**src/hdl/plc_pkg.sv**
```systemverilog
// Purpose: Shared constants and types for the PDH line-code encoder/decoder.
// Assumes: One bit per clock on both the framing side and the line side.
// Notes:   Code select values, run lengths and reset polarities live here.
package plc_pkg;

    // ----------------------------------------------------------------
    // Line code selection
    // ----------------------------------------------------------------
    localparam logic [2:0] PLC_AMI = 3'h0;
    localparam logic [2:0] PLC_HDB3 = 3'h1;
    localparam logic [2:0] PLC_B3ZS = 3'h2;
    localparam logic [2:0] PLC_B6ZS = 3'h3;
    localparam logic [2:0] PLC_B8ZS = 3'h4;
    localparam logic [2:0] PLC_CMI = 3'h5;

    // ----------------------------------------------------------------
    // Zero-run lengths replaced by each substitution code
    // ----------------------------------------------------------------
    localparam int PLC_RUN_HDB3 = 4;
    localparam int PLC_RUN_B3ZS = 3;
    localparam int PLC_RUN_B6ZS = 6;
    localparam int PLC_RUN_B8ZS = 8;

    // Look-ahead depth: must cover the longest run
    localparam int PLC_DEPTH = 8;

    // ----------------------------------------------------------------
    // Reset values and CMI half-bit symbols
    // ----------------------------------------------------------------
    localparam logic PLC_POL_RST = 1'b0;
    localparam logic PLC_PAR_RST = 1'b0;
    localparam logic PLC_LVL_RST = 1'b0;
    localparam logic [1:0] PLC_CMI_ZERO = 2'h1;
    localparam logic [1:0] PLC_CMI_BAD = 2'h2;

    // Symbol classes queued in the encoder
    typedef enum logic [2:0] {
        PLC_SYM_Z,
        PLC_SYM_S,
        PLC_SYM_M,
        PLC_SYM_B,
        PLC_SYM_V
    } plc_sym_t;

endpackage

```
**src/hdl/plc_line_codec.sv**
```systemverilog
// Purpose: PDH line-code encoder and decoder: AMI, HDB3, B3ZS, B6ZS, B8ZS, CMI.
// Assumes: One binary bit per clock; code_sel is static while traffic flows.
// Notes:   Encoder looks DEPTH bits ahead so whole zero runs are seen at once.
//
// Behaviour
// RQ1: AMI sends each one as a pulse opposite to the previous pulse.
// RQ2: AMI sends each zero as a space unless substitution replaces it.
// RQ3: Inserted B pulse alternates normally; V repeats the preceding polarity.
// RQ4: HDB3 replaces each run of four zeros by 000V or B00V.
// RQ5: HDB3/B3ZS choose pattern so pulses between V are odd; V alternates.
// RQ6: B3ZS replaces each run of three zeros by 00V or B0V.
// RQ7: B6ZS replaces each run of six zeros by 0VB0VB.
// RQ8: B8ZS replaces each run of eight zeros by 000VB0VB.
// RQ9: CMI sends a one as a full-bit level, alternating on successive ones.
// RQ10: CMI sends a zero as low then high halves, rising at mid-bit.
// RQ11: Decoder restores substituted zero runs and flags stray violations.
// RQ12: Static input selects code; reset clears polarity and pulse counter.
module plc_line_codec #(
    parameter int DEPTH = plc_pkg::PLC_DEPTH
) (
    input wire logic clock,
    input wire logic sys_rst,
    input wire logic [2:0] code_sel,
    input wire logic tx_bit,
    output logic tx_pos,
    output logic tx_neg,
    output logic [1:0] tx_cmi,
    input wire logic rx_pos,
    input wire logic rx_neg,
    input wire logic [1:0] rx_cmi,
    output logic rx_bit,
    output logic rx_code_err
);

    // ----------------------------------------------------------------
    // Declarations
    // ----------------------------------------------------------------
    plc_pkg::plc_sym_t eq_q [DEPTH];
    plc_pkg::plc_sym_t sq [DEPTH];
    logic pol_q;
    logic par_q;
    logic tx_lvl_q;
    logic tx_pos_q;
    logic tx_neg_q;
    logic [1:0] tx_cmi_q;
    logic rx_lvl_q;
    logic rx_bit_q;
    logic rx_err_q;
    logic dec_bit;
    logic dec_err;
    logic run_hit;
    logic is_cmi;
    int run_len;

    // Zero-run length that the selected code substitutes; 0 for none
    function automatic int sub_len(input logic [2:0] code);
        case (code)
            plc_pkg::PLC_HDB3: sub_len = plc_pkg::PLC_RUN_HDB3;
            plc_pkg::PLC_B3ZS: sub_len = plc_pkg::PLC_RUN_B3ZS;
            plc_pkg::PLC_B6ZS: sub_len = plc_pkg::PLC_RUN_B6ZS;
            plc_pkg::PLC_B8ZS: sub_len = plc_pkg::PLC_RUN_B8ZS;
            default: sub_len = 0;
        endcase
    endfunction

    // Static mode select; unknown codes fall back to plain AMI
    assign is_cmi = (code_sel == plc_pkg::PLC_CMI); // see RQ12
    assign run_len = sub_len(code_sel);

    // ----------------------------------------------------------------
    // Encoder substitution at the queue head
    // ----------------------------------------------------------------
    // A run is replaced only when its first zero reaches the head, so
    // a longer run is cut into whole blocks from its start.
    always_comb begin
        run_hit = (run_len > 0);
        for (int i = 0; i < DEPTH; i++) begin
            sq[i] = eq_q[i];
            if (i < run_len && eq_q[i] != plc_pkg::PLC_SYM_Z) begin
                run_hit = 1'b0;
            end
        end
        if (run_hit) begin
            case (code_sel)
                plc_pkg::PLC_HDB3: begin
                    // Odd count since last V: 000V keeps it odd, else B00V
                    sq[0] = par_q ? plc_pkg::PLC_SYM_S : plc_pkg::PLC_SYM_B; // see RQ5
                    sq[1] = plc_pkg::PLC_SYM_S;
                    sq[2] = plc_pkg::PLC_SYM_S;
                    sq[3] = plc_pkg::PLC_SYM_V; // see RQ4
                end
                plc_pkg::PLC_B3ZS: begin
                    sq[0] = par_q ? plc_pkg::PLC_SYM_S : plc_pkg::PLC_SYM_B; // see RQ5
                    sq[1] = plc_pkg::PLC_SYM_S;
                    sq[2] = plc_pkg::PLC_SYM_V; // see RQ6
                end
                plc_pkg::PLC_B6ZS: begin
                    sq[0] = plc_pkg::PLC_SYM_S; // see RQ7
                    sq[1] = plc_pkg::PLC_SYM_V;
                    sq[2] = plc_pkg::PLC_SYM_B;
                    sq[3] = plc_pkg::PLC_SYM_S;
                    sq[4] = plc_pkg::PLC_SYM_V;
                    sq[5] = plc_pkg::PLC_SYM_B;
                end
                plc_pkg::PLC_B8ZS: begin
                    sq[0] = plc_pkg::PLC_SYM_S; // see RQ8
                    sq[1] = plc_pkg::PLC_SYM_S;
                    sq[2] = plc_pkg::PLC_SYM_S;
                    sq[3] = plc_pkg::PLC_SYM_V;
                    sq[4] = plc_pkg::PLC_SYM_B;
                    sq[5] = plc_pkg::PLC_SYM_S;
                    sq[6] = plc_pkg::PLC_SYM_V;
                    sq[7] = plc_pkg::PLC_SYM_B;
                end
                default: begin
                    sq[0] = eq_q[0];
                end
            endcase
        end
    end

    // ----------------------------------------------------------------
    // Encoder look-ahead queue
    // ----------------------------------------------------------------
    always_ff @(posedge clock) begin
        for (int i = 0; i < DEPTH; i++) begin
            if (sys_rst) begin
                eq_q[i] <= plc_pkg::PLC_SYM_Z;
            end else if (i == DEPTH - 1) begin
                eq_q[i] <= tx_bit ? plc_pkg::PLC_SYM_M : plc_pkg::PLC_SYM_Z;
            end else begin
                eq_q[i] <= sq[i+1];
            end
        end
    end

    // ----------------------------------------------------------------
    // Pulse polarity and pulse-count parity
    // ----------------------------------------------------------------
    always_ff @(posedge clock) begin
        if (sys_rst) begin
            pol_q <= plc_pkg::PLC_POL_RST; // see RQ12
        end else if (!is_cmi) begin
            case (sq[0])
                plc_pkg::PLC_SYM_M: pol_q <= ~pol_q; // see RQ1
                plc_pkg::PLC_SYM_B: pol_q <= ~pol_q; // see RQ3
                default: pol_q <= pol_q;
            endcase
        end
    end

    // Parity of alternating pulses sent since the last violation
    always_ff @(posedge clock) begin
        if (sys_rst) begin
            par_q <= plc_pkg::PLC_PAR_RST; // see RQ12
        end else if (!is_cmi) begin
            case (sq[0])
                plc_pkg::PLC_SYM_M: par_q <= ~par_q;
                plc_pkg::PLC_SYM_B: par_q <= ~par_q;
                plc_pkg::PLC_SYM_V: par_q <= 1'b0; // see RQ5
                default: par_q <= par_q;
            endcase
        end
    end

    // ----------------------------------------------------------------
    // Bipolar line rails
    // ----------------------------------------------------------------
    always_ff @(posedge clock) begin
        if (sys_rst || is_cmi) begin
            tx_pos_q <= 1'b0;
            tx_neg_q <= 1'b0;
        end else begin
            case (sq[0])
                plc_pkg::PLC_SYM_M, plc_pkg::PLC_SYM_B: begin
                    // Alternation: opposite to the previous pulse
                    tx_pos_q <= ~pol_q; // see RQ1
                    tx_neg_q <= pol_q; // see RQ3
                end
                plc_pkg::PLC_SYM_V: begin
                    // Violation repeats the previous polarity
                    tx_pos_q <= pol_q; // see RQ3
                    tx_neg_q <= ~pol_q;
                end
                default: begin
                    tx_pos_q <= 1'b0; // see RQ2
                    tx_neg_q <= 1'b0;
                end
            endcase
        end
    end

    // ----------------------------------------------------------------
    // CMI transmit: bit 1 is the first half, bit 0 the second
    // ----------------------------------------------------------------
    // The clock runs at bit rate, so each bit is sent as a half-bit pair
    // for an external serialiser running at twice the rate.
    always_ff @(posedge clock) begin
        if (sys_rst) begin
            tx_lvl_q <= plc_pkg::PLC_LVL_RST;
            tx_cmi_q <= 2'h0;
        end else if (!is_cmi) begin
            tx_cmi_q <= 2'h0;
        end else if (eq_q[0] == plc_pkg::PLC_SYM_M) begin
            tx_lvl_q <= ~tx_lvl_q;
            tx_cmi_q <= {2{~tx_lvl_q}}; // see RQ9
        end else begin
            tx_cmi_q <= plc_pkg::PLC_CMI_ZERO; // see RQ10
        end
    end

    // ----------------------------------------------------------------
    // Bipolar receive path
    // ----------------------------------------------------------------
    plc_zs_decoder #(
        .DEPTH(DEPTH)
    ) u_dec (
        .clock(clock),
        .sys_rst(sys_rst),
        .code_sel(code_sel),
        .rx_pos(rx_pos),
        .rx_neg(rx_neg),
        .dec_bit(dec_bit),
        .dec_err(dec_err)
    );

    // ----------------------------------------------------------------
    // Receive output, CMI decoded in place
    // ----------------------------------------------------------------
    always_ff @(posedge clock) begin
        if (sys_rst) begin
            rx_lvl_q <= plc_pkg::PLC_LVL_RST;
            rx_bit_q <= 1'b0;
            rx_err_q <= 1'b0;
        end else if (!is_cmi) begin
            rx_bit_q <= dec_bit; // see RQ11
            rx_err_q <= dec_err;
        end else begin
            case (rx_cmi)
                2'h0, 2'h3: begin
                    // Full-bit level: a one, must differ from the last one
                    rx_bit_q <= 1'b1; // see RQ9
                    rx_err_q <= (rx_cmi[0] == rx_lvl_q);
                    rx_lvl_q <= rx_cmi[0];
                end
                plc_pkg::PLC_CMI_ZERO: begin
                    rx_bit_q <= 1'b0; // see RQ10
                    rx_err_q <= 1'b0;
                end
                default: begin
                    // Falling mid-bit transition is never legal
                    rx_bit_q <= 1'b0;
                    rx_err_q <= 1'b1;
                end
            endcase
        end
    end

    // ----------------------------------------------------------------
    // Outputs
    // ----------------------------------------------------------------
    assign tx_pos = tx_pos_q;
    assign tx_neg = tx_neg_q;
    assign tx_cmi = tx_cmi_q;
    assign rx_bit = rx_bit_q;
    assign rx_code_err = rx_err_q;

endmodule

```
**src/hdl/plc_zs_decoder.sv**
```systemverilog
// Purpose: Bipolar receive decoder for AMI and the zero-substitution codes.
// Assumes: One symbol per clock; both rails high is an illegal symbol.
// Notes:   Bits leave DEPTH cycles after entry; errors are judged on exit.
module plc_zs_decoder #(
    parameter int DEPTH = plc_pkg::PLC_DEPTH
) (
    input wire logic clock,
    input wire logic sys_rst,
    input wire logic [2:0] code_sel,
    input wire logic rx_pos,
    input wire logic rx_neg,
    output logic dec_bit,
    output logic dec_err
);

    logic pul_q [DEPTH];
    logic vio_q [DEPTH];
    logic ers_q [DEPTH];
    logic pul_n [DEPTH];
    logic vio_n [DEPTH];
    logic ers_n [DEPTH];
    logic hit [DEPTH];
    logic last_pol_q;

    // A space, or a pulse already restored to zero
    function automatic logic is_zero(input logic p, input logic e);
        is_zero = !p || e;
    endfunction

    // Pulse that keeps alternation
    function automatic logic is_bal(input logic p, input logic v, input logic e);
        is_bal = p && !v && !e;
    endfunction

    // Pulse that breaks alternation
    function automatic logic is_vio(input logic p, input logic v, input logic e);
        is_vio = p && v && !e;
    endfunction

    // ----------------------------------------------------------------
    // Window with the new symbol shifted in
    // ----------------------------------------------------------------
    always_comb begin
        pul_n[0] = rx_pos ^ rx_neg;
        // Illegal double pulse is kept as an unmatched violation
        vio_n[0] = (rx_pos && rx_neg) || (rx_pos ^ rx_neg && rx_pos == last_pol_q);
        ers_n[0] = 1'b0;
        for (int i = 1; i < DEPTH; i++) begin
            pul_n[i] = pul_q[i-1];
            vio_n[i] = vio_q[i-1];
            ers_n[i] = ers_q[i-1];
        end
    end

    // ----------------------------------------------------------------
    // Pattern recognition, newest symbol at index 0
    // ----------------------------------------------------------------
    always_comb begin
        for (int i = 0; i < DEPTH; i++) begin
            hit[i] = 1'b0;
        end
        case (code_sel)
            plc_pkg::PLC_HDB3: begin
                // 000V or B00V: restore V and the leading B
                if (is_vio(pul_n[0], vio_n[0], ers_n[0]) && is_zero(pul_n[1], ers_n[1])
                    && is_zero(pul_n[2], ers_n[2])
                    && !is_vio(pul_n[3], vio_n[3], ers_n[3])) begin // see RQ11
                    hit[0] = 1'b1;
                    hit[3] = 1'b1;
                end
            end
            plc_pkg::PLC_B3ZS: begin
                if (is_vio(pul_n[0], vio_n[0], ers_n[0]) && is_zero(pul_n[1], ers_n[1])
                    && !is_vio(pul_n[2], vio_n[2], ers_n[2])) begin // see RQ11
                    hit[0] = 1'b1;
                    hit[2] = 1'b1;
                end
            end
            plc_pkg::PLC_B6ZS: begin
                // 0VB0VB, matched when the final B arrives
                if (is_bal(pul_n[0], vio_n[0], ers_n[0]) && is_vio(pul_n[1], vio_n[1], ers_n[1])
                    && is_zero(pul_n[2], ers_n[2]) && is_bal(pul_n[3], vio_n[3], ers_n[3])
                    && is_vio(pul_n[4], vio_n[4], ers_n[4])
                    && is_zero(pul_n[5], ers_n[5])) begin // see RQ11
                    hit[0] = 1'b1;
                    hit[1] = 1'b1;
                    hit[3] = 1'b1;
                    hit[4] = 1'b1;
                end
            end
            plc_pkg::PLC_B8ZS: begin
                if (is_bal(pul_n[0], vio_n[0], ers_n[0]) && is_vio(pul_n[1], vio_n[1], ers_n[1])
                    && is_zero(pul_n[2], ers_n[2]) && is_bal(pul_n[3], vio_n[3], ers_n[3])
                    && is_vio(pul_n[4], vio_n[4], ers_n[4]) && is_zero(pul_n[5], ers_n[5])
                    && is_zero(pul_n[6], ers_n[6])
                    && is_zero(pul_n[7], ers_n[7])) begin // see RQ11
                    hit[0] = 1'b1;
                    hit[1] = 1'b1;
                    hit[3] = 1'b1;
                    hit[4] = 1'b1;
                end
            end
            default: begin
                hit[0] = 1'b0;
            end
        endcase
    end

    // ----------------------------------------------------------------
    // Window and received polarity
    // ----------------------------------------------------------------
    always_ff @(posedge clock) begin
        for (int i = 0; i < DEPTH; i++) begin
            if (sys_rst) begin
                pul_q[i] <= 1'b0;
                vio_q[i] <= 1'b0;
                ers_q[i] <= 1'b0;
            end else begin
                pul_q[i] <= pul_n[i];
                vio_q[i] <= vio_n[i];
                ers_q[i] <= ers_n[i] || hit[i];
            end
        end
    end

    always_ff @(posedge clock) begin
        if (sys_rst) begin
            last_pol_q <= plc_pkg::PLC_POL_RST; // see RQ12
        end else if (rx_pos ^ rx_neg) begin
            last_pol_q <= rx_pos;
        end
    end

    // A violation leaving unclaimed fits no valid pattern
    assign dec_bit = pul_q[DEPTH-1] && !ers_q[DEPTH-1];
    assign dec_err = vio_q[DEPTH-1] && !ers_q[DEPTH-1]; // see RQ11

endmodule

```
**config.mk**
```make
export PLATFORM = sky130hd
export DESIGN_NAME = plc_line_codec
export DESIGN_NICKNAME = d
export VERILOG_FILES = /design/src/hdl/plc_pkg.sv /design/src/hdl/plc_line_codec.sv /design/src/hdl/plc_zs_decoder.sv
export SDC_FILE = /design/constraint.sdc
export NUM_CORES = 1
export LEC_CHECK = 0
export BUFFER_PORTS_ARGS = -buffer_cell sky130_fd_sc_hd__buf_2
export CAP_MARGIN = 20
export CORE_AREA = 2 2 77 79
export DETAILED_ROUTE_END_ITERATION = 16
export DIE_AREA = 0 0 79 81
export PLACE_DENSITY_LB_ADDON = 0.12
export SYNTH_ARGS = -nofsm -noshare
export SYNTH_HDL_FRONTEND = slang
export SYNTH_HIERARCHICAL = 1
export SYNTH_SLANG_ARGS = --single-unit
```
**constraint.sdc**
```tcl
create_clock -name clock -period 2.3 [get_ports clock]
set_input_delay 0.46 -clock clock [delete_from_list [all_inputs] [get_ports clock]]
set_output_delay 0.46 -clock clock [all_outputs]
set_load 0.01 [all_outputs]
```
# Word-level counts from Yosys, hierarchy flattened
# Memory sizes are Yosys's and may differ from the RTL's.
# Cells that the tools add are included.
classes:
  order_cmp: 9
  eq_ne: 13
  muxes: 68
  n_bitwise: 38
  n_reduce_logical: 81
ops:
  columns: ["op", "n"]
  rows:
  - ["< comparator 4 x 32 -> 1 bit (first input constant)", 4]
  - ["< comparator 3 x 32 -> 1 bit (first input constant)", 2]
  - ["2-to-1 mux 1 bit", 42]
  - ["logical AND 1 bit", 35]
  - ["greater-than comparator 32 x 1 -> 1 bit (second input constant)", 1]
  - ["< comparator 1 x 32 -> 1 bit (first input constant)", 1]
  - ["< comparator 2 x 32 -> 1 bit (first input constant)", 1]
  - ["OR 1 bit", 32]
  - ["2-to-1 mux 24 bit", 1]
  - ["2-to-1 mux 3 bit", 8]
  - ["nonzero test 3 bit", 8]
  - ["case mux 6 bit (3 select lines)", 1]
  - ["case mux 4 bit (4 select lines)", 1]
  - ["== test 3 x 2 -> 1 bit (second input constant)", 5]
  - ["zero test 1 bit", 14]
  - ["case mux 3 bit (2 select lines)", 2]
  - ["case mux 6 bit (2 select lines)", 1]
  - ["OR reduction 2 bit", 6]
  - ["logical OR 1 bit", 11]
  - ["case mux 1 bit (2 select lines)", 5]
  - ["== test 3 bit (second input constant)", 3]
  - ["2-to-1 mux 2 bit", 4]
  - ["AND reduction 2 bit", 4]
  - ["2-to-1 mux 6 bit", 1]
  - ["other kinds (11)", 16]
totals:
  reg_bits: 11
  ramBits: 48
  inputBits: 10
  out_inout_bits: 6
  word_cells: 224
  n_memories: 4
memory_table:
  columns: ["memory", "words", "word_bits", "rd", "rd_clocked_by_memory_dff", "write_ports", "line_no", "source"]
  rows:
  - ["eq_q", 8, 3, 8, 0, 8, "plc_line_codec.sv:38", "plc_pkg::plc_sym_t eq_q [DEPTH];"]
  - ["u_dec.ers_q", 8, 1, 8, 0, 8, "plc_zs_decoder.sv:18", "logic ers_q [DEPTH];"]
  - ["u_dec.pul_q", 8, 1, 8, 0, 8, "plc_zs_decoder.sv:16", "logic pul_q [DEPTH];"]
  - ["u_dec.vio_q", 8, 1, 8, 0, 8, "plc_zs_decoder.sv:17", "logic vio_q [DEPTH];"]

# Logic depth before layout (Yosys ltp)
# Gate-level depths: netlist of run 1.
logic_depth:
  depth_word: 17
  mapped_depth: 6
  ltp_nobuf: 4

# Cells and area by module
# Netlist of run 1, hierarchy kept.
modules_own_cells:
  columns: ["module", "n_inst", "cells_each", "area_each_um2", "seq_area_each_um2"]
  rows:
  - ["plc_line_codec", 1, 145, 1282.5, 600.6]
  - ["plc_zs_decoder", 1, 85, 909.6, 500.5]

# Worst setup path after synthesis of run 1
# OpenSTA, ideal clock, no wires.
synth_timing:
  path_type: "input -> register"
  from: "input port code_sel[2]"
  to: "memory eq_q[1][7] in the netlist's numbering"
  setup_ps: 71
  t_arrival_ps: 1720
  required_ps: 2229
  setup_slack_ps: 510
  stages: 5
  n_path_buf: 1
  path_cell_list: "buf_4 > or4b_2 > nor4_4 > nand3_1 > a21oi_1"
synth_rtl:
  columns: ["element", "line_no", "source"]
  rows:
  - ["from (decl)", "plc_line_codec.sv:23", "input wire logic [2:0] code_sel,"]
  - ["to (decl)", "plc_line_codec.sv:38", null]

==> reports/metrics.cfg, run 1 <==
[die]
die_w_um = 79
start_util_pct = 38.6
die_area_mm2 = 0.00640
core_mm2 = 0.00568
fp.dieH_um = 81
pin_count = 16
fp-row-count = 28

[timing]
tns_ps = 0
slew_headroom_pct = 37.6
timing.final.hold_violations = 0
min_period_ps = 1770
grt_setup_unrepaired = false
maxSlewViolCount = 0
fmax_ghz = 0.566
setup_viol = 0
finClkSkew_ps = 7.27
fin_crit_sh_pct = 76.8
worst_pin_slew_ps = 933

[place]
dp_cells = 316
gp_congestion = 0.786
hpwl_mm = 2.86
port_buffers = 15

[yosys]
synth.most_common_cell = dfxtp_1
synth.avg_cell_area_um2 = 9.53
synth-simple-area-share_pct = 28.5
synth.cell_area_mm2 = 0.00219
synthTopCellsByCount = dfxtp_1 (55), nor2b_1 (29), a21oi_1 (21), nor2_1 (20), inv_1 (14)
synth_fa_ha_area_share_pct = 0
synth_xor_area_share_pct = 1.60
synth_edf_count = 0
syn-num-nets = 240
synth-seq-cells = 55
synthTopCellsByArea = dfxtp_1 (50%), nor2b_1 (8.3%), a21oi_1 (4.8%)
seq_area_frac_synth_pct = 50.2
synthCells = 230
synth_top_area_cell = dfxtp_1
synth_top_family_by_area = simple AND/OR/NAND/NOR gates
synth_top_cell_area_share_pct = 50.2
synth-async-reset-ratio_pct = 0
synth-compound-area-share_pct = 13.5
ys_warn_count = 6
synth.area.mux_share_pct = 1.83
synth_cell_type_count = 49
ys.flop_type = dfxtp_1

[critical_path]
cp-start-kind = register
crit_chain = or4b_2 -> nor4_4 -> nand3_1 -> a21oi_1
timing_worst_setup_path_type = reg -> reg
required_ps = 2540
crit_path_max_incr_delay_ps = 740
cpLargestDelayFamily = simple AND/OR/NAND/NOR gates
crit_slowest_cell = or4b_2
end_kind = register
worstPathMaxFanout = 4
crit_buf_inv = 0
crit_arrival_ps = 2010

[global_route]
antenna_found_initial = 0
grt_start_max_net_pins = 34
overflow = 0
grt_pass1_vias = 1486
grt_pass1_wl_mm = 6.84
gr-usage-all-layers_pct = 13.8

[routing]
drt_iter0_markers = 49
ant_nets = 0
vias = 1569
route.detailed.drc = 0
firstDrtPassIters = 4
viasPerCell = 4.84
drt-total-wl_mm = 3.97
post_drt_wl_per_cell_um = 12.3

[clocking]
htree_num_levels = 2
cts_resized = 0
clk_pin_slew_ps = 90
clockBufferDepth = 2
postCtsSetupRepairBufs = 0
hold_buffers = 0
cts_sinks = 55
insertion_delay_ps = 310
root_buffer = clkbuf_8
cts_buffers = 5
cts_tree = yes

[min_path]
hold_class = in -> reg

[final_layout]
drive_above_1_share_pct = 16.5
ff_latch_area_mm2 = 0.00110
fillCellCount = 587
syn2layout_area_growth_pct = 13.0
multi_input_area_um2 = 996
fin_nets = 258
fin_cells = 324
diodes = 0

[power]
irDropWorstVdd_mv = 0.300
p_per_area_mw_per_mm2 = 778
leakagePower_nw = 0.957

[job]
drv_cap = 0

[run_status]
status = finished clean

==> cell type report <==
class,instances,area share [%]
repair buffers,21,4.85
clock buffers,5,2.78
inverters,14,2.12
multi-input cells,151,40.2
well taps,75,3.79
flip-flops and latches,55,44.5
clock inverters,3,1.77
==> where the power goes <==
part	total (mW)	internal, mW	switching, mW
combinational	0.269	0.121	0.148
sequential	1.03	0.997	0.0293
clock	0.632	0.324	0.307
total	1.93	1.44	0.484
==> cells by family (layout without fill, tap and decap cells) <==
family | count (synthesis) | in the layout
xor+xnor | 4 | 4
simple gates | 100 | 100
compound gates | 43 | 43
flops | 55 | 55
buf+inv | 24 | 43
mux | 4 | 4
==> flip-flops by register name, summed over array words and instances, names as in the netlist <==
register and cells:
tx_cmi 2, eq_q 20, u_dec/vio_q 8, tx_lvl_q 1
rx_code_err 1, u_dec/last_pol_q 1, u_dec/ers_q 8, tx_neg 1
pol_q 1, par_q 1, rx_bit 1, tx_pos 1
rx_lvl_q 1, u_dec/pul_q 8
==> through the flow <==
stage / setup slack, ps / total power, mW / cell area [µm²] / utilization (%) / hold WS, ps
finish: 533 / 1.93 / 2480 / 43.6 / 357
global route: 272 / 2.03 / 2480 / 43.6 / 346
CTS: 529 / 1.96 / 2480 / 43.6 / 346
detailed placement: 316 / 1.32 / 2360 / 41.6 / 423
global placement: 330 / 1.32 / 2360 / 41.6 / 417
floorplan: 510 / 1.24 / 2190 / - / 414
==> final timing paths <==
kind                      from                 to  slack [ps]  cells after the start
max                 eq_q[1][5]        eq_q[0][10]         530                      4
min reg2reg  u_dec/vio_q[1][1]  u_dec/vio_q[1][2]         440                      1
min                     tx_bit        eq_q[1][10]         360                      2
max reg2reg         eq_q[1][5]        eq_q[0][10]         530                      4
==> routing by layer <==
layer	GRT usage (%)	up-vias	routed length [µm]
met3	4.11	4	142
li1	-	828	-
met2	23.1	23	1890
met1	16.8	714	1900
met4	5.17	0	37
met5	0	-	0
==> layout by cell type (no fill, tap or decap), drive strengths merged, types with 2 or more instances in the layout <==
cell type	synthesis	layout
xor2	2	2
inv	14	14
or2	2	2
nand3b	3	3
buf	2	21
nor3b	3	3
a211oi	4	4
nand3	3	3
and2	2	2
clkbuf	8	5
o21ai	4	4
xnor2	2	2
and4	2	2
o2bb2ai	2	2
nor4b	2	2
nor3	4	4
clkinv	0	2
nand4	2	2
or4	5	5
a31oi	2	2
nor4	2	2
a21oi	22	22
mux2i	4	4
nor2	20	20
nand2b	5	5
dfxtp	55	55
and3b	3	3
nor2b	30	30
nand2	8	8
Power figures use the tool's default switching activity.
==> run 2, diff against run 1 <==
Clock period 2.3 ns to 1.55 ns, I/O delays scaled along.
==> run 2 against run 1 <==
The flow now finishes with violations (negative setup slack). Cell count is 5.6% higher. Sequential share of layout area is 3.5 points lower. Final area is 8.9% higher. Non-clock buffer count is 18 higher. First-iteration DRC count is 14% higher.
==> reports/metrics.cfg, run 2 (synthesized netlist as in run 1, its figures left out) <==
[routing]
drt-total-wl_mm = 4.09  ; was 3.97 mm
route.detailed.drc = 0  ; unchanged
vias = 1645  ; was 1569
ant_nets = 0  ; unchanged
viasPerCell = 4.81  ; was 4.84
drt_iter0_markers = 56  ; was 49
post_drt_wl_per_cell_um = 12.0  ; was 12.3 µm
firstDrtPassIters = 4  ; unchanged

[timing]
worst_pin_slew_ps = 562  ; was 933 ps
maxSlewViolCount = 0  ; unchanged
grt_setup_unrepaired = true  ; was false
timing.final.hold_violations = 0  ; unchanged
setup_viol = 16  ; was 0
worst_slack_ps = -167  ; was 533 ps
slew_headroom_pct = 62.2  ; was 37.6%
min_period_ps = 1720  ; was 1770 ps
fin_crit_sh_pct = 111  ; was 76.8%
fmax_ghz = 0.582  ; was 0.566 GHz
finClkSkew_ps = 5.82  ; was 7.27 ps

[run_status]
status = finished with violations  ; was finished clean
violations = negative setup slack

[clocking]
cts_tree = yes  ; unchanged
insertion_delay_ps = 310  ; about the same
root_buffer = clkbuf_8  ; unchanged
cts_buffers = 5  ; unchanged
htree_num_levels = 2  ; unchanged
cts_sinks = 55  ; unchanged
clockBufferDepth = 2  ; unchanged
clk_pin_slew_ps = 100  ; was 90 ps

[critical_path]
required_ps = 1800  ; was 2540 ps
crit_arrival_ps = 1960  ; was 2010 ps
timing_worst_setup_path_type = reg -> reg  ; unchanged
end_kind = register  ; unchanged
cp-start-kind = register  ; unchanged
worstPathMaxFanout = 4  ; unchanged

[global_route]
grt_pass1_vias = 1601  ; was 1486
gr-usage-all-layers_pct = 14.3  ; was 13.8%
grt_start_max_net_pins = 40  ; was 34
grt_pass1_wl_mm = 7.14  ; was 6.84 mm
antenna_found_initial = 0  ; unchanged
overflow = 0  ; unchanged

[place]
hpwl_mm = 2.98  ; was 2.86 mm
port_buffers = 15  ; unchanged
place_area_mm2 = 0.00249  ; was 0.00236 mm²
gp_congestion = 0.805  ; was 0.786

[die]
die_area_mm2 = 0.00640  ; unchanged
fp.dieH_um = 81  ; unchanged
die_w_um = 79  ; unchanged
pin_count = 16  ; unchanged
core_mm2 = 0.00568  ; unchanged
start_util_pct = 38.6  ; unchanged
fp-row-count = 28  ; unchanged

[job]
drv_cap = 0  ; unchanged

[final_layout]
drive_above_1_share_pct = 28.8  ; was 16.5%
fin_area_mm2 = 0.00270  ; was 0.00248 mm²
diodes = 0  ; unchanged
final_common_cell = dfxtp_1  ; unchanged
syn2layout_area_growth_pct = 23.1  ; was 13.0%
final_util_pct = 47.5  ; was 43.6%
fillCellCount = 597  ; was 587
largest_reg_flops = 20  ; unchanged
fin_nets = 276  ; was 258
top_register = eq_q  ; unchanged
final_cell_mix = dfxtp_1 (51), nor2b_1 (29), nor2_1 (20)  ; was dfxtp_1 (55), nor2b_1 (29), a21oi_1 (21)

[min_path]
hold_class = in -> reg  ; unchanged

[power]
p_per_area_mw_per_mm2 = 1060  ; was 778 mW/mm²
leakagePower_nw = 1.05  ; was 0.957 nW
irDropWorstVdd_mv = 0.519  ; was 0.300 mV
power_mw = 2.85  ; was 1.93 mW

## run 2: cell types whose count changed in the layout (fill, tap and decap cells not counted), moves of 2 or more
| cell | change |
|---|---|
| buf_6 | +4 |
| buf_4 | +13 |
| dfxtp_1 | -4 |
| a21oi_2 | +8 |
| a21oi_1 | -8 |
| nand3_1 | -2 |
| nand3_2 | +2 |
| dfxtp_2 | +4 |
| clkinvlp_4 | +2 |
## run 2: what timing repair did
item / in CTS / in global routing
endpoints found under the setup margin: 18 / 18
hold buffers: 0 / 0
setup buffers: 2 / 1
pin swaps: 10 / 7
gates resized for setup: 8 / 15
## run 2: final timing paths
check                    startpoint           endpoint  slack [ps]  cells past startpoint
setup / recovery         eq_q[0][7]         eq_q[0][9]        -170                      6
hold / removal               tx_bit        eq_q[1][10]         210                      2
setup reg to reg         eq_q[0][7]         eq_q[0][9]        -170                      6
hold reg to reg   u_dec/vio_q[1][0]  u_dec/vio_q[1][1]         450                      1
## run 2: where the power goes
part	switching [mW]	internal, mW
registers	0.0431	1.48
logic	0.262	0.274
clock network	0.473	0.315
total	0.778	2.07
## run 2: critical path: stages, from the launching register on
cell	delay (ps)
dfxtp_2	330
or4_4	540
nor3_4	280
buf_6	140
nand3_2	70
buf_6	160
a21oi_2	120
## run 2: metal layers
layer	wire length, µm	vias up	global-route usage [%]
met3	119	9	3.67
met4	82	0	5.69
li1	-	867	-
met5	0	-	0
met2	1980	19	24.7
met1	1910	750	17.2
## run 2: metrics by stage
step	setup slack, ps	setup TNS, ps	std cells	hold slack, ps
final	-167	-1630	342	212
after global placement	-199	-2240	331	418
after floorplan	-138	-211	230	382
after global routing	-220	-2840	342	201
after CTS	-156	-1310	341	206
after detailed placement	-247	-3120	331	425
## run 2: cell type report
type                    instances  area, µm²  area share [%]
clock buffers                   5       68.8            2.55
clock inverters                 3       20.0           0.742
repair buffers                 39        283            10.5
inverters                      14       52.6            1.95
multi-input cells             151       1070            39.8
flip-flops and latches         55       1110            41.0
well taps                      75       93.8            3.48
==> run 3, diff against run 2 <==
Settings changed: BUFFER_PORTS_ARGS -buffer_cell sky130_fd_sc_hd__buf_2 to -buffer_cell sky130_fd_sc_hd__clkbuf_2, CORE_AREA 2 2 77 79 to 2 2 69 87, DIE_AREA 0 0 79 81 to 0 0 71 89.
==> run 3 against run 2 <==
Highest routed layer unchanged. Die area shrank 1.3%. Clock-buffer cell count is the same. Final area shrank 0.32%. Critical path depth shrank 1. Clock skew grew 3.2 ps. Non-clock buffer count shrank 1. The flow still finishes with violations (negative setup slack). Sequential power is essentially flat. Core utilization grew 1.9 points.
==> reports/metrics.cfg, run 3 (synthesized netlist as in run 1, its figures left out) <==
[run_status]
status = finished with violations  ; unchanged
violations = negative setup slack  ; unchanged

[place]
dp_cells = 317  ; was 331
gp_congestion = 0.705  ; was 0.805
hpwl_mm = 2.90  ; was 2.98 mm
port_buffers = 15  ; unchanged
place_worst_setup_slack_ps = -185  ; was -247 ps
place_area_mm2 = 0.00247  ; was 0.00249 mm²

[final_layout]
largest_reg_flops = 20  ; unchanged
final_util_pct = 49.4  ; was 47.5%
syn2layout_area_growth_pct = 22.7  ; was 23.1%
drive_above_1_share_pct = 26.3  ; was 28.8%
diodes = 0  ; unchanged
top_register = eq_q  ; unchanged
fin_area_mm2 = 0.00269  ; was 0.00270 mm²
final_cell_mix = dfxtp_1 (52), nor2b_1 (29), nor2_1 (20), buf_4 (20), a21oi_1 (17)  ; was dfxtp_1 (51), nor2b_1 (29), nor2_1 (20)
fin_cells = 330  ; was 342
final_common_cell = dfxtp_1  ; unchanged
fin_nets = 275  ; was 276

[critical_path]
crit_arrival_ps = 1930  ; was 1960 ps
end_kind = register  ; unchanged
cp-start-kind = register  ; unchanged
crit_buf_inv = 1  ; was 2
crit_path_max_incr_delay_ps = 550  ; was 540 ps
crit_chain = or4_4 -> nor3_4 -> buf_4 -> a21oi_2 -> or3_1  ; was or4_4 -> nor3_4 -> buf_6 -> nand3_2 -> buf_6 -> a21oi_2
crit_slowest_cell = or4_4  ; unchanged
required_ps = 1750  ; was 1800 ps
worstPathMaxFanout = 3  ; was 4
cpLargestDelayFamily = simple AND/OR/NAND/NOR gates  ; unchanged
timing_worst_setup_path_type = reg -> reg  ; unchanged

[global_route]
antenna_found_initial = 0  ; unchanged
gr-usage-all-layers_pct = 13.9  ; was 14.3%
overflow = 0  ; unchanged
grt_pass1_wl_mm = 6.80  ; was 7.14 mm
grt_start_max_net_pins = 44  ; was 40
grt_pass1_vias = 1526  ; was 1601

[die]
pin_count = 16  ; unchanged
fp-row-count = 30  ; was 28
die_w_um = 71  ; was 79 µm
die_area_mm2 = 0.00632  ; was 0.00640 mm²
start_util_pct = 40.3  ; was 38.6%
core_mm2 = 0.00544  ; was 0.00568 mm²
fp.dieH_um = 89  ; was 81 µm

[power]
swShare_pct = 25.6  ; was 27.3%
power_frac_seq_pct = 50.5  ; was 53.5%
p_per_area_mw_per_mm2 = 1120  ; was 1060 mW/mm²
leakagePower_nw = 1.06  ; was 1.05 nW
irDropWorstVdd_mv = 0.449  ; was 0.519 mV
power_mw = 3.02  ; was 2.85 mW
p_int_mw = 2.25  ; was 2.07 mW
power_frac_comb_pct = 18.2  ; was 18.8%
clkPwrFrac_pct = 31.3  ; was 27.7%
switchingPower_uw = 772  ; was 778 µW

[routing]
ant_nets = 0  ; unchanged
viasPerCell = 4.97  ; was 4.81
vias = 1641  ; was 1645
drt_iter0_markers = 40  ; was 56
drt-total-wl_mm = 4.10  ; was 4.09 mm
firstDrtPassIters = 4  ; unchanged
post_drt_wl_per_cell_um = 12.4  ; was 12.0 µm
route.detailed.drc = 0  ; unchanged

[timing]
worst_pin_slew_ps = 476  ; was 562 ps
fmax_ghz = 0.577  ; was 0.582 GHz
fin_crit_sh_pct = 112  ; was 111%
grt_setup_unrepaired = true  ; unchanged
setup_viol = 16  ; unchanged
finClkSkew_ps = 8.99  ; was 5.82 ps
slew_headroom_pct = 68.0  ; was 62.2%
tns_ps = -1740  ; was -1630 ps
worst_slack_ps = -182  ; was -167 ps
maxSlewViolCount = 0  ; unchanged
timing.final.hold_violations = 0  ; unchanged
holdWs_ps = 214  ; was 212 ps
min_period_ps = 1730  ; was 1720 ps

[job]
drv_cap = 0  ; unchanged

[clocking]
cts_buffers = 5  ; unchanged
cts_sinks = 55  ; unchanged
clockBufferDepth = 2  ; unchanged
cts_tree = yes  ; unchanged
root_buffer = clkbuf_8  ; unchanged
clk_pin_slew_ps = 100  ; about the same
insertion_delay_ps = 310  ; about the same
htree_num_levels = 2  ; unchanged

[min_path]
hold_class = in -> reg  ; unchanged

run 3: cell types whose count changed in the layout (fill, tap and decap cells not counted), moves of 2 or more:
| cell | change |
|---|---|
| a21oi_2 | -4 |
| nand3_2 | -2 |
| buf_6 | -3 |
| a21oi_1 | +4 |
| clkbuf_2 | +15 |
| clkinvlp_4 | -2 |
| buf_2 | -15 |
run 3: timing repair:
item | CTS | global route
setup buffers | 2 | 3
pin swaps | 13 | 4
resized for setup | 10 | 5
endpoints found under the setup margin | 18 | 18
endpoints found under the hold margin | 0 | 0
hold buffers | 0 | 0
run 3: cell type report:
class	instances	area, µm²
Inverter	14	52.6
Multi-Input combinational cell	151	1060
Tap cell	64	80.1
Clock inverter	3	43.8
Timing Repair Buffer	38	277
Fill cell	521	2750
Clock buffer	5	68.8
Sequential cell	55	1100
run 3: worst register-to-register path: stages, from the launching register on:
cell and delay, ps:
dfxtp_1 320, or4_4 550, nor3_4 230, buf_4 150, a21oi_2 40, or3_1 340
run 3: routing by layer:
metal | share of wire [%] | up-vias | track usage (%)
li1 | - | 863 | -
met1 | 47 | 751 | 16.1
met2 | 48 | 20 | 24.6
met3 | 2.9 | 7 | 3.27
met4 | 1.8 | 0 | 6.17
met5 | 0 | - | 0
run 3: power groups by stage:
stage                     clock network, mW  registers, mW  logic (mW)
after floorplan                           0           1.55       0.291
after global placement                    0           1.55       0.455
after detailed placement                  0           1.55       0.455
after CTS                             0.977           1.52       0.508
after global routing                   1.03           1.54       0.607
final                                 0.946           1.52       0.550
run 3: final timing paths:
path / slack [ps] / start / depth (start not counted) / endpoint
max: -180 / eq_q[0][7] / 5 / pol_q
min reg2reg: 450 / u_dec/vio_q[1][1] / 1 / u_dec/vio_q[1][2]
min: 210 / tx_bit / 2 / eq_q[1][10]
max reg2reg: -180 / eq_q[0][7] / 5 / pol_q
